File: src/rtl/usart_defs.svh
// Register offsets, command bits, field positions and reset values of the serial engine
`ifndef USART_DEFS_SVH
`define USART_DEFS_SVH

// Register byte offsets
`define USART_OFF_CTRL   8'h00
`define USART_OFF_MODE   8'h04
`define USART_OFF_STAT   8'h08
`define USART_OFF_THR    8'h0C
`define USART_OFF_RHR    8'h10
`define USART_OFF_GUARD  8'h14
`define USART_OFF_IDLE   8'h18
`define USART_OFF_DIV    8'h1C

// Control register command bits
`define USART_CR_CLR     0
`define USART_CR_SEND_ADDRESS_CMD   1
`define USART_CR_WAIT    2
`define USART_CR_RELOAD  3

// Mode register fields
`define USART_MR_PAR_LSB 0
`define USART_MR_PAR_MSB 2
`define USART_MR_LEN_LSB 3
`define USART_MR_LEN_MSB 4

// Status register bits
`define USART_SR_FREE    0
`define USART_SR_IDLE    1
`define USART_SR_RXRDY   2
`define USART_SR_CHECK_BIT_ERROR_FLAG    3
`define USART_SR_FRAME   4
`define USART_SR_TOUT    5
`define USART_SR_BRK     6
`define USART_SR_OVR     7

// Reset values
`define USART_PAR_RST    3'h4
`define USART_LEN_RST    2'h3
`define USART_GUARD_RST  8'h00
`define USART_IDLE_RST   16'h0000
`define USART_DIV_RST    16'h0010

`endif

File: src/rtl/usart_pkg.sv
// Types shared by the serial engine modules
package usart_pkg;

    // Check bit modes of the mode register
    typedef enum logic [2:0] {
        PAR_EVEN   = 3'b000,
        PAR_ODD    = 3'b001,
        PAR_SPACE  = 3'b010,
        PAR_MARK   = 3'b011,
        PAR_NONE   = 3'b100,
        PAR_NONE_B = 3'b101,
        PAR_DROP_A = 3'b110,
        PAR_DROP_B = 3'b111
    } check_bit_e;

    typedef enum logic [2:0] {
        TX_IDLE   = 3'b000,
        TX_START  = 3'b001,
        TX_DATA   = 3'b010,
        TX_PARITY = 3'b011,
        TX_STOP   = 3'b100,
        TX_GUARD  = 3'b101
    } tx_state_e;

    typedef enum logic [2:0] {
        RX_IDLE   = 3'b000,
        RX_START  = 3'b001,
        RX_DATA   = 3'b010,
        RX_PARITY = 3'b011,
        RX_STOP   = 3'b100
    } rx_state_e;

    // Whole state of the engine
    typedef struct packed {
        logic        rxMeta;
        logic        rxSync;
        logic        wrPend;
        logic [7:0]  wrAddr;
        logic [31:0] rdata;
        check_bit_e  parSel;
        logic [1:0]  chrLen;
        logic [7:0]  guard;
        logic [15:0] idleVal;
        logic [15:0] div;
        tx_state_e   txSt;
        logic [7:0]  thr;
        logic        thrFull;
        logic        thrAddr;
        logic        sendArm;
        logic [7:0]  txShift;
        logic [2:0]  txBitCnt;
        logic        txPar;
        logic [7:0]  guardCnt;
        logic        txd;
        rx_state_e   rxSt;
        logic        rxArmed;
        logic [15:0] rxCnt;
        logic [2:0]  rxBitCnt;
        logic [7:0]  rxShift;
        logic        rxPar;
        logic [7:0]  rhr;
        logic        rxRdy;
        logic        parErr;
        logic        frmErr;
        logic        brk;
        logic        ovr;
        logic [15:0] toCnt;
        logic        toRun;
        logic        toFlag;
    } engine_s;

    // State of the bit period divider
    typedef struct packed {
        logic [15:0] cnt;
        logic        tick;
    } bit_clock_s;

endpackage

File: src/rtl/usart_bit_clock.sv
// Bit period tick generator driven by the programmed divisor
`timescale 1ns/100ps
`include "usart_defs.svh"
module usart_bit_clock (
    // Clock and reset
    input  wire logic        mclk,
    input  wire logic        arst_n,
    // Divisor in clocks per bit
    input  wire logic [15:0] div,
    // One clock pulse per bit period
    output logic             bitTick
);

    usart_pkg::bit_clock_s s_q;
    usart_pkg::bit_clock_s s_d;

    // Count down, reload and pulse at zero
    always_comb begin
        s_d = s_q;
        s_d.tick = 1'b0;
        if (s_q.cnt == 16'h0000) begin
            s_d.cnt = div - 16'h0001;
            s_d.tick = 1'b1;
        end else begin
            s_d.cnt = s_q.cnt - 16'h0001;
        end
    end

    always_ff @(posedge mclk or negedge arst_n) begin
        if (!arst_n) begin
            s_q <= '0;
        end else begin
            s_q <= s_d;
        end
    end

    assign bitTick = s_q.tick;

endmodule

File: src/rtl/usart_char_engine.sv
// Serial character engine: parity, multidrop, timeguard, idle time-out, framing
//
// Notes on behaviour
// - Mode register check bit select picks five parity modes and multidrop.
// - Even parity: bit is one when data holds odd ones; mismatch flagged.
// - Odd parity: bit is one when data ones are even; mismatch flagged.
// - Mark parity sends one; received zero is an error.
// - Space parity sends zero; received one is an error.
// - No parity: no check bit sent, no parity error ever.
// - Parity error flag sticks until the clear flags command.
// - Check bit select codes six and seven give multidrop operation.
// - Multidrop: data sent with check bit zero, address with one.
// - Multidrop receiver flags parity error when check bit is high.
// - Send address command marks the next written byte as an address.
// - Bytes written without that command go as data, check bit zero.
// - Guard period zero adds no idle time between characters.
// - Nonzero guard holds line high that many bit periods after stop.
// - Holding register stays busy through guard; frees at next start bit.
// - Transmitter idle flag stays low until guard time ends.
// - Idle delay zero disables time-out; flag stays zero.
// - 16-bit idle counter loads delay, counts bit periods, reloads per character.
// - Counter reaching zero raises the time-out flag.
// - Wait command stops the counter until a new character arrives.
// - Reload command restarts the counter at once from the delay.
// - Stop bit sampled low sets framing error at mid stop bit.
// - All-zero character with low stop is a break, not framing error.
`timescale 1ns/100ps
`include "usart_defs.svh"
module usart_char_engine (
    // Clock and reset
    input  wire logic        mclk,
    input  wire logic        arst_n,
    // AHB-Lite slave
    input  wire logic        hsel,
    input  wire logic [7:0]  haddr,
    input  wire logic [1:0]  htrans,
    input  wire logic        hwrite,
    input  wire logic [2:0]  hsize,
    input  wire logic [31:0] hwdata,
    input  wire logic        hready,
    output logic             hreadyout,
    output logic             hresp,
    output logic [31:0]      hrdata,
    // Serial lines
    input  wire logic        rxd,
    output logic             txd
);

    usart_pkg::engine_s s_q;
    usart_pkg::engine_s s_d;
    logic               bitTick;
    logic               addrPhase;
    logic               ctrlWr;
    logic               clrCmd;
    logic               launch;
    logic               charDone;
    logic               stopLow;
    logic               isBreak;
    logic               hasPar;
    logic               txIdle;
    logic [2:0]         lastBit;

    // Ones count over the configured data bits only
    function automatic logic ones_odd(input logic [7:0] data, input logic [1:0] len);
        logic [7:0] mask;
        mask = 8'hFF >> (2'd3 - len);
        return ^(data & mask);
    endfunction

    // Check bit value for a character in the given mode
    function automatic logic check_bit(input usart_pkg::check_bit_e mode,
                                       input logic [7:0] data,
                                       input logic [1:0] len,
                                       input logic addr);
        logic ones;
        ones = ones_odd(data, len);
        case (mode)
            usart_pkg::PAR_EVEN:   return ones;
            usart_pkg::PAR_ODD:    return ~ones;
            usart_pkg::PAR_MARK:   return 1'b1;
            usart_pkg::PAR_SPACE:  return 1'b0;
            usart_pkg::PAR_DROP_A,
            usart_pkg::PAR_DROP_B: return addr;
            default:               return 1'b0;
        endcase
    endfunction

    usart_bit_clock u_bit_clock (
        .mclk    (mclk),
        .arst_n  (arst_n),
        .div     (s_q.div),
        .bitTick (bitTick)
    );

    // Whole next-state logic
    always_comb begin
        s_d = s_q;
        launch = 1'b0;
        charDone = 1'b0;
        stopLow = 1'b0;
        isBreak = 1'b0;
        hasPar = (s_q.parSel != usart_pkg::PAR_NONE) && (s_q.parSel != usart_pkg::PAR_NONE_B);
        lastBit = 3'd4 + {1'b0, s_q.chrLen};
        txIdle = (s_q.txSt == usart_pkg::TX_IDLE) && !s_q.thrFull;

        // Receive line synchroniser
        s_d.rxMeta = rxd;
        s_d.rxSync = s_q.rxMeta;

        // Bus address phase capture
        addrPhase = hsel && htrans[1] && hready;
        s_d.wrPend = addrPhase && hwrite;
        if (addrPhase) begin
            s_d.wrAddr = haddr;
        end
        ctrlWr = s_q.wrPend && (s_q.wrAddr == `USART_OFF_CTRL);
        clrCmd = ctrlWr && hwdata[`USART_CR_CLR];

        // Register writes in the data phase
        if (s_q.wrPend && s_q.wrAddr == `USART_OFF_MODE) begin
            s_d.parSel = usart_pkg::check_bit_e'(hwdata[`USART_MR_PAR_MSB:`USART_MR_PAR_LSB]);
            s_d.chrLen = hwdata[`USART_MR_LEN_MSB:`USART_MR_LEN_LSB];
        end else if (s_q.wrPend && s_q.wrAddr == `USART_OFF_GUARD) begin
            s_d.guard = hwdata[7:0];
        end else if (s_q.wrPend && s_q.wrAddr == `USART_OFF_IDLE) begin
            s_d.idleVal = hwdata[15:0];
        end else if (s_q.wrPend && s_q.wrAddr == `USART_OFF_DIV) begin
            s_d.div = hwdata[15:0];
        end else if (s_q.wrPend && s_q.wrAddr == `USART_OFF_THR && !s_q.thrFull) begin
            s_d.thr = hwdata[7:0];
            s_d.thrFull = 1'b1;
            s_d.thrAddr = s_q.sendArm;
            s_d.sendArm = 1'b0;
        end
        if (ctrlWr && hwdata[`USART_CR_SEND_ADDRESS_CMD]) begin
            s_d.sendArm = 1'b1;
        end

        // Error flags clear first so that a same-cycle set wins
        if (clrCmd) begin
            s_d.parErr = 1'b0;
            s_d.frmErr = 1'b0;
            s_d.brk = 1'b0;
            s_d.ovr = 1'b0;
        end

        // Register reads, answered in the data phase
        if (addrPhase && !hwrite) begin
            // Setup reads see a write landing in this same cycle
            if (haddr == `USART_OFF_MODE) begin
                s_d.rdata = {27'h0, s_d.chrLen, s_d.parSel};
            end else if (haddr == `USART_OFF_STAT) begin
                s_d.rdata = 32'h0;
                s_d.rdata[`USART_SR_FREE] = !s_q.thrFull;
                s_d.rdata[`USART_SR_IDLE] = txIdle;
                s_d.rdata[`USART_SR_RXRDY] = s_q.rxRdy;
                s_d.rdata[`USART_SR_CHECK_BIT_ERROR_FLAG] = s_q.parErr;
                s_d.rdata[`USART_SR_FRAME] = s_q.frmErr;
                s_d.rdata[`USART_SR_TOUT] = s_q.toFlag;
                s_d.rdata[`USART_SR_BRK] = s_q.brk;
                s_d.rdata[`USART_SR_OVR] = s_q.ovr;
            end else if (haddr == `USART_OFF_RHR) begin
                s_d.rdata = {24'h0, s_q.rhr};
                s_d.rxRdy = 1'b0;
            end else if (haddr == `USART_OFF_GUARD) begin
                s_d.rdata = {24'h0, s_d.guard};
            end else if (haddr == `USART_OFF_IDLE) begin
                s_d.rdata = {16'h0, s_d.idleVal};
            end else if (haddr == `USART_OFF_DIV) begin
                s_d.rdata = {16'h0, s_d.div};
            end else begin
                s_d.rdata = 32'h0;
            end
        end

        // Transmitter, one step per bit period
        if (bitTick) begin
            case (s_q.txSt)
                usart_pkg::TX_IDLE: begin
                    launch = s_q.thrFull;
                end
                usart_pkg::TX_START: begin
                    s_d.txd = s_q.txShift[0];
                    s_d.txShift = {1'b0, s_q.txShift[7:1]};
                    s_d.txBitCnt = 3'd0;
                    s_d.txSt = usart_pkg::TX_DATA;
                end
                usart_pkg::TX_DATA: begin
                    if (s_q.txBitCnt == lastBit) begin
                        if (hasPar) begin
                            s_d.txd = s_q.txPar;
                            s_d.txSt = usart_pkg::TX_PARITY;
                        end else begin
                            s_d.txd = 1'b1;
                            s_d.txSt = usart_pkg::TX_STOP;
                        end
                    end else begin
                        s_d.txd = s_q.txShift[0];
                        s_d.txShift = {1'b0, s_q.txShift[7:1]};
                        s_d.txBitCnt = s_q.txBitCnt + 3'd1;
                    end
                end
                usart_pkg::TX_PARITY: begin
                    s_d.txd = 1'b1;
                    s_d.txSt = usart_pkg::TX_STOP;
                end
                usart_pkg::TX_STOP: begin
                    if (s_q.guard != 8'h00) begin
                        s_d.guardCnt = s_q.guard;
                        s_d.txSt = usart_pkg::TX_GUARD;
                    end else begin
                        launch = s_q.thrFull;
                        s_d.txSt = usart_pkg::TX_IDLE;
                    end
                end
                usart_pkg::TX_GUARD: begin
                    if (s_q.guardCnt == 8'h01) begin
                        launch = s_q.thrFull;
                        s_d.txSt = usart_pkg::TX_IDLE;
                    end else begin
                        s_d.guardCnt = s_q.guardCnt - 8'h01;
                    end
                end
                default: begin
                    s_d.txSt = usart_pkg::TX_IDLE;
                end
            endcase
        end
        // Start bit moves the holding register into the shifter
        if (launch) begin
            s_d.txSt = usart_pkg::TX_START;
            s_d.txd = 1'b0;
            s_d.txShift = s_q.thr;
            s_d.thrFull = 1'b0;
            s_d.txPar = check_bit(s_q.parSel, s_q.thr, s_q.chrLen, s_q.thrAddr);
        end

        // Receiver, sampled at mid bit
        if (s_q.rxSync) begin
            s_d.rxArmed = 1'b1;
        end
        if (s_q.rxSt == usart_pkg::RX_IDLE) begin
            if (s_q.rxArmed && !s_q.rxSync) begin
                s_d.rxCnt = {1'b0, s_q.div[15:1]};
                s_d.rxSt = usart_pkg::RX_START;
            end
        end else if (s_q.rxCnt != 16'h0000) begin
            s_d.rxCnt = s_q.rxCnt - 16'h0001;
        end else begin
            s_d.rxCnt = s_q.div - 16'h0001;
            case (s_q.rxSt)
                usart_pkg::RX_START: begin
                    s_d.rxShift = 8'h00;
                    s_d.rxBitCnt = 3'd0;
                    s_d.rxSt = s_q.rxSync ? usart_pkg::RX_IDLE : usart_pkg::RX_DATA;
                end
                usart_pkg::RX_DATA: begin
                    s_d.rxShift[s_q.rxBitCnt] = s_q.rxSync;
                    s_d.rxBitCnt = s_q.rxBitCnt + 3'd1;
                    s_d.rxPar = 1'b0;
                    if (s_q.rxBitCnt == lastBit) begin
                        s_d.rxSt = hasPar ? usart_pkg::RX_PARITY : usart_pkg::RX_STOP;
                    end
                end
                usart_pkg::RX_PARITY: begin
                    s_d.rxPar = s_q.rxSync;
                    s_d.rxSt = usart_pkg::RX_STOP;
                end
                default: begin
                    charDone = 1'b1;
                    stopLow = !s_q.rxSync;
                    s_d.rxArmed = s_q.rxSync;
                    s_d.rxSt = usart_pkg::RX_IDLE;
                end
            endcase
        end
        // Character completion and its error flags
        if (charDone) begin
            isBreak = stopLow && (s_q.rxShift == 8'h00) && !s_q.rxPar;
            if (isBreak) begin
                s_d.brk = 1'b1;
            end else begin
                if (stopLow) begin
                    s_d.frmErr = 1'b1;
                end
                if (s_q.parSel == usart_pkg::PAR_DROP_A || s_q.parSel == usart_pkg::PAR_DROP_B) begin
                    s_d.parErr = s_d.parErr | s_q.rxPar;
                end else if (hasPar) begin
                    s_d.parErr = s_d.parErr |
                        (s_q.rxPar != check_bit(s_q.parSel, s_q.rxShift, s_q.chrLen, 1'b0));
                end
                s_d.ovr = s_d.ovr | s_d.rxRdy;
                s_d.rhr = s_q.rxShift;
                s_d.rxRdy = 1'b1;
            end
        end

        // Idle time-out counter
        if (ctrlWr && hwdata[`USART_CR_WAIT]) begin
            s_d.toRun = 1'b0;
            s_d.toFlag = 1'b0;
        end
        if (ctrlWr && hwdata[`USART_CR_RELOAD]) begin
            s_d.toCnt = s_q.idleVal;
            s_d.toRun = 1'b1;
            s_d.toFlag = bitTick && s_q.toRun && (s_q.toCnt <= 16'h0001); // Expiry beats clear
        end else if (charDone) begin
            s_d.toCnt = s_q.idleVal;
            s_d.toRun = 1'b1;
        end else if (bitTick && s_q.toRun) begin
            if (s_q.toCnt <= 16'h0001) begin
                s_d.toCnt = 16'h0000;
                s_d.toRun = 1'b0;
                s_d.toFlag = 1'b1;
            end else begin
                s_d.toCnt = s_q.toCnt - 16'h0001;
            end
        end
        if (s_q.idleVal == 16'h0000) begin
            s_d.toRun = 1'b0;
            s_d.toFlag = 1'b0;
        end
    end

    // State register
    always_ff @(posedge mclk or negedge arst_n) begin
        if (!arst_n) begin
            s_q <= '0;
            s_q.rxMeta <= 1'b1;
            s_q.rxSync <= 1'b1;
            s_q.txd <= 1'b1;
            s_q.parSel <= usart_pkg::check_bit_e'(`USART_PAR_RST);
            s_q.chrLen <= `USART_LEN_RST;
            s_q.guard <= `USART_GUARD_RST;
            s_q.idleVal <= `USART_IDLE_RST;
            s_q.div <= `USART_DIV_RST;
        end else begin
            s_q <= s_d;
        end
    end

    // Outputs
    assign hreadyout = 1'b1;
    assign hresp = 1'b0;
    assign hrdata = s_q.rdata;
    assign txd = s_q.txd;
endmodule

File: config.mk
export PLATFORM = sky130hd
export DESIGN_NAME = usart_char_engine
export DESIGN_NICKNAME = d
export VERILOG_FILES = /design/src/rtl/usart_pkg.sv /design/src/rtl/usart_bit_clock.sv /design/src/rtl/usart_char_engine.sv
export VERILOG_INCLUDE_DIRS = /design/src /design/src/rtl
export SDC_FILE = /design/constraint.sdc
export NUM_CORES = 1
export LEC_CHECK = 0
export BUFFER_PORTS_ARGS = -buffer_cell sky130_fd_sc_hd__buf_2
export CAP_MARGIN = 20
export CORE_MARGIN = 1.5
export CORE_UTILIZATION = 35
export CTS_BUF_LIST = sky130_fd_sc_hd__clkbuf_8
export DETAILED_ROUTE_END_ITERATION = 16
export GPL_TIMING_DRIVEN = 0
export PLACE_DENSITY_LB_ADDON = 0.3
export SLEW_MARGIN = 20
export SYNTH_ARGS = -nofsm -noshare
export SYNTH_HDL_FRONTEND = slang
export SYNTH_SLANG_ARGS = --single-unit
export TNS_END_PERCENT = 100
File: constraint.sdc
create_clock -name mclk -period 4.2 [get_ports mclk]
set_clock_uncertainty 0.1 [all_clocks]
set_input_delay 1.05 -clock mclk [delete_from_list [all_inputs] [get_ports mclk]]
set_output_delay 1.05 -clock mclk [all_outputs]
set_load 0.02 [all_outputs]
[Word-level counts from Yosys, hierarchy flattened]
Cells that the tools add are included.
Storage, ports and cells
  bits in read-only memories: 0
  output and inout bits: 35
  memory bits (writable): 0
  bits in latches: 0
  bits of input ports: 51
  register bits: 203
  memories kept: 0
Operators by class
  bitwise logic cells: 14
  equality and inequality tests: 47
  mux-type cells: 94
  reductions and logical operators: 63
  add/subtract/negate cells: 9
  multipliers: 0
  order comparisons: 3
  shift-type cells: 1
  div/mod/pow operators: 0
Operators with widths (number)
  2-to-1 mux 16 bit: 14
  subtractor 16 x 1 -> 16 bit (second input constant): 4
  == test 8 x 5 -> 1 bit (second input constant): 7
  2-to-1 mux 3 bit: 15
  case mux 11 bit (2 select lines): 2
  2-to-1 mux 40 bit: 1
  2-to-1 mux 18 bit: 2
  2-to-1 mux 1 bit: 34
  logical NOT 16 bit: 2
  2-to-1 mux 32 bit: 1
  2-to-1 mux 8 bit: 4
  logical AND 1 bit: 23
  2-to-1 mux 11 bit: 2
  inequality test 2 bit (second input constant): 9
  inequality test 3 bit (second input constant): 6
  case mux 3 bit (6 select lines): 1
  2-to-1 mux 17 bit: 1
  bitwise AND 8 bit: 2
  == test 8 x 3 -> 1 bit (second input constant): 2
  == test 8 x 4 -> 1 bit (second input constant): 2
  less-or-equal comparator 16 x 1 -> 1 bit (second input constant): 1
  logical NOT 8 bit: 2
  case mux 8 bit (2 select lines): 1
  nonzero test 16 bit: 1
  other kinds (39): 92

[Longest topological paths before layout]
  word-level depth: 16
  mapped depth: 10

[Hierarchy]
A second synthesis with hierarchy kept.
Second synthesis, totals
  cells, all modules: 1174
  area, all modules: 10874.2 um^2
By module, submodules not included
  usart_char_engine: area each 9654.3 um^2, times used 1, seq. area each 4262.8 um^2, cells an instance 1044
  usart_bit_clock: area each 1219.9 um^2, times used 1, seq. area each 425.4 um^2, cells an instance 130

[Worst setup path before layout]
Ideal clock, no wire load.
  kind: input port to flip-flop
  start: in haddr[5]
  end: reg s_q[18] (netlist bit)
  data arrival time: 2.502 ns
  stages: 5
  required time: 3.965 ns
  library setup time: 0.135 ns
  path buffers: 0
  slack: 1.463 ns
  path through: or3_1 nor4_1 nand2_1 o21ai_0 o21ai_0
RTL lines
  start, declared: line usart_char_engine.sv:35  | input wire logic [7:0] haddr,
  end, declared: line usart_char_engine.sv:49  | usart_pkg::engine_s s_q;

[Worst setup path in the final report]
  start: reg s_q[180] (netlist bit)
  end: reg s_q, in the netlist hrdata[1]
On the way
  longest elaborated chain between the ends: 12
Ends and longest elaborated chain
  == test 8 x 5 -> 1 bit (no line)
  logical AND 1 bit (no line)
  2-to-1 mux 16 bit: line usart_char_engine.sv:127  | end else if (s_q.wrPend && s_q.wrAddr == `USART_OFF_DIV) begin
  2-to-1 mux 16 bit: line usart_char_engine.sv:125  | end else if (s_q.wrPend && s_q.wrAddr == `USART_OFF_IDLE) begin
  2-to-1 mux 32 bit: line usart_char_engine.sv:123  | end else if (s_q.wrPend && s_q.wrAddr == `USART_OFF_GUARD) begin
  2-to-1 mux 40 bit: line usart_char_engine.sv:120  | if (s_q.wrPend && s_q.wrAddr == `USART_OFF_MODE) begin
  2-to-1 mux 16 bit: line usart_char_engine.sv:169  | end else if (haddr == `USART_OFF_DIV) begin
  2-to-1 mux 16 bit: line usart_char_engine.sv:167  | end else if (haddr == `USART_OFF_IDLE) begin
  2-to-1 mux 16 bit: line usart_char_engine.sv:165  | end else if (haddr == `USART_OFF_GUARD) begin
  2-to-1 mux 16 bit: line usart_char_engine.sv:162  | end else if (haddr == `USART_OFF_RHR) begin
  2-to-1 mux 16 bit: line usart_char_engine.sv:152  | end else if (haddr == `USART_OFF_STAT) begin
  2-to-1 mux 16 bit (*): line usart_char_engine.sv:150  | if (haddr == `USART_OFF_MODE) begin
Every way passes the cells marked *; elsewhere a longest branch is shown, timed or not.
A chain may end at the register's enable or synchronous reset.

==> key figures <==
Synth
  – Register area share after synthesis: between 40% and 50%
  – Main synth FF type: dfrtp_1
  – #FFs+latches synth: 187
  – Area share of the leading cell type in the synthesized netlist: 43.4%
  – Ys Warns: 0
  – Mapped Area: just over 0.01 mm^2
  – Synth area leader: dfrtp_1
  – Mean Syn Cell Area: 9.63 um^2
  – Post-synth ARST share: 100%
  – Post-synthesis cell count: 1079
  – EDFF count, synth: 0
  – Library cells used by synthesis: 73
  – Largest cells by area after synthesis: dfrtp_1, mux2_2, o21ai_0, mux2i_1, xnor2_1

Route
  – TritonRoute pass-1 iters: 5
  – Vias: 8224
  – Final wirelength: roughly 27000 um
  – Antenna viol nets, final: 0
  – Vias per cell: 5.27
  – Wire per inst: 17.3 um
  – Iteration-0 DRC Markers: between 600 and 700
  – # DRC: 0

CTS
  – # clock sinks: 187
  – Number of CTS-inserted buffers: 17
  – CTS resizes: 0
  – Post-CTS setup buffer count: 0
  – Skew-Pair Late Insertion Delay: 480 ps
  – CTS Buffer Depth: 2
  – H-tree depth: 4
  – CTS clk-pin slew, worst paths: 90 ps
  – CTS tree: built
  – Hold_buf cts: 0
  – Root buffer cell: clkbuf_8

GRT
  – First-pass GRT wire length: ~43000 um
  – Gr ovfl total: 0
  – Largest net degree at the start of global routing: 92
  – Initial antenna violation count: 0
  – Global-route usage over all layers: roughly 18%
  – Vias in the first global route: 7782

Die
  – Starting density of the core: a little over a third
  – Row count: 62
  – Die Area: 0.0307 mm^2
  – Die Span Y: 175 um
  – Die Width: 175 um
  – Core Area: about 0.029 mm^2
  – Io pins: 86

Placed design
  – Placed Cells: 1528
  – IO Port Bufs: 47
  – DP Wirelength: between 15000 and 20000 um
  – RePlAce Congestion: 0.873
  – Setup WS pre-CTS: 846 ps

Cells and area
  – Most frequent cells in the layout: dfrtp_1, o21ai_0, nor2_1, nand2_1, mux2_2
  – Share of layout cells above drive strength 1: 17.4%
  – Nets: ~1200
  – ANT cells: 0
  – Non-filler cells, final: 1560
  – Area Overhead vs Synth: 11.4%
  – Most common cell after layout, fill and taps aside: dfrtp_1
  – Core Util, Final: 40.0%

Critical path
  – Reg-to-reg slack, setup: 960 ps
  – FF-to-FF End: hrdata[1]
  – Setup CP Type: reg -> reg
  – Worst reg-to-reg path cell count: 7
  – RR Startpoint: s_q[180]
  – Worst Setup End Kind: flip-flop
  – Crit Path Max Fanout: 10
  – Worst EP arrival: 3490 ps
  – Crit path launch type: flip-flop
  – Worst endpoint required time: between 4000 and 5000 ps

STA
  – Final setup viols: 0
  – Max Slew Vio Count: 0
  – Fin worst setup slack: 960 ps
  – Tcrit/Tclk final: a little under 80%
  – Worst-Margin Slew: 983 ps
  – Fin crit period: 3240 ps
  – Final hold violations: 0
  – RSZ-0062 raised after global routing: false
  – Highest clock rate: 0.309 GHz
  – Relative slew margins: 34.2%
  – Final setup TNS: 0 ps

Power and ir drop
  – Maximum vdd ir drop: 0.157 mV
  – Pleak: 5.14 nW
  – Total Power: 4.15 mW
  – Power per cell area: around 360 mW/mm^2

Job
  – Number of max-cap violations: 0

Outcome
  – Status: finished, final reports clean

Min path
  – Hold Path End: s_q[184]
  – Hold Crit Start: s_d[184]
  – Hold Crit Class: reg -> reg
  – Hold Crit Depth: 0
[synthesized netlist by cell type (4+ instances only)]
master and n:
a22o_1 10, a21o_1 6, o21ai_0 91, o221ai_1 6, a211oi_1 5, mux2i_1 40, dfstp_2 7, o211ai_1 6
o31ai_1 4, or4_1 6, buf_2 4, nand2b_1 11, a22oi_1 17, nand3_1 23, buf_4 36, o22ai_1 10
nor2_1 87, or2_2 7, xor2_1 16, or3_1 13, a211o_1 4, nand2_1 70, inv_1 50, a21boi_0 5
a21oi_1 58, clkbuf_1 38, mux2_2 59, nand4_1 6, nor4_1 21, nor2b_1 12, a31oi_1 12, xnor2_1 38
nor3_1 32, dfrtp_1 180, and2_1 12, ha_1 12
[worst max-delay path: stages, from the launching register on]
cell      delay (ps)
dfrtp_1          390
nor4b_2          670
nand4_1          530
clkbuf_1         510
mux2i_1          310
o21ai_0          130
a221oi_1         340
o21bai_1         130
[layer usage]
layer / GRT usage (%) / vias up / part of all wire, %
li1: - / 3974 / -
met1: 25.8 / 4019 / 48
met2: 28.0 / 208 / 46
met3: 2.66 / 23 / 4.3
met4: 4.63 / 0 / 1.2
met5: 0 / - / 0
[flip-flops by register name, summed over array words and instances, names as in the netlist]
| name | flops |
|---|---|
| s_d | 1 |
| s_q | 152 |
| hrdata | 16 |
| u_bit_clock.s_q | 16 |
| txd | 1 |
| u_bit_clock.bitTick | 1 |
[stage by stage]
stage                     area (um^2)  hold slack (ps)
final                           11600              259
after CTS                       11600              260
after global routing            11600              264
after detailed placement        11200              247
after global placement          11200              247
after floorplan                 10500              245
[cells by family after synthesis]
kind of cell	share of synthesized area, %
AND/OR/NAND/NOR	16.1
flip-flops	45.1
adder cells (fa/ha/maj)	1.45
XOR/XNOR	4.77
buffers and inverters	6.41
AO/OA/AOI/OAI	15.8
multiplexers	10.2
other	0.0723
[how the worst max path moves through the flow]
stage | startpoint | endpoint | slack, ps
3_3_place_gp | arst_n | s_q[33] | -1210
4_1_cts | s_q[180] | hrdata[1] | 1010
3_5_place_dp | haddr[5] | hrdata[5] | 850
2_1_floorplan | haddr[5] | s_q[18] | 1460
6_report | s_q[180] | hrdata[1] | 960
5_1_grt | s_q[180] | hrdata[1] | 850
[cell type report]
cell class,count,area (um^2)
Clock inverter,13,80.1
Inverter,50,188
Multi-Input combinational cell,774,5100
Clock buffer,19,262
Timing Repair Buffer,49,300
Tap cell,384,480
Buffer,84,478
Sequential cell,187,4690
Fill cell,2891,17400
[power by group]
group          switching, mW  total (mW)  internal [mW]
combinational          0.483       0.862          0.379
sequential             0.188        2.18           1.99
clock                  0.670        1.10          0.435
total                   1.34        4.15           2.81
Power figures use the tool's default switching activity.
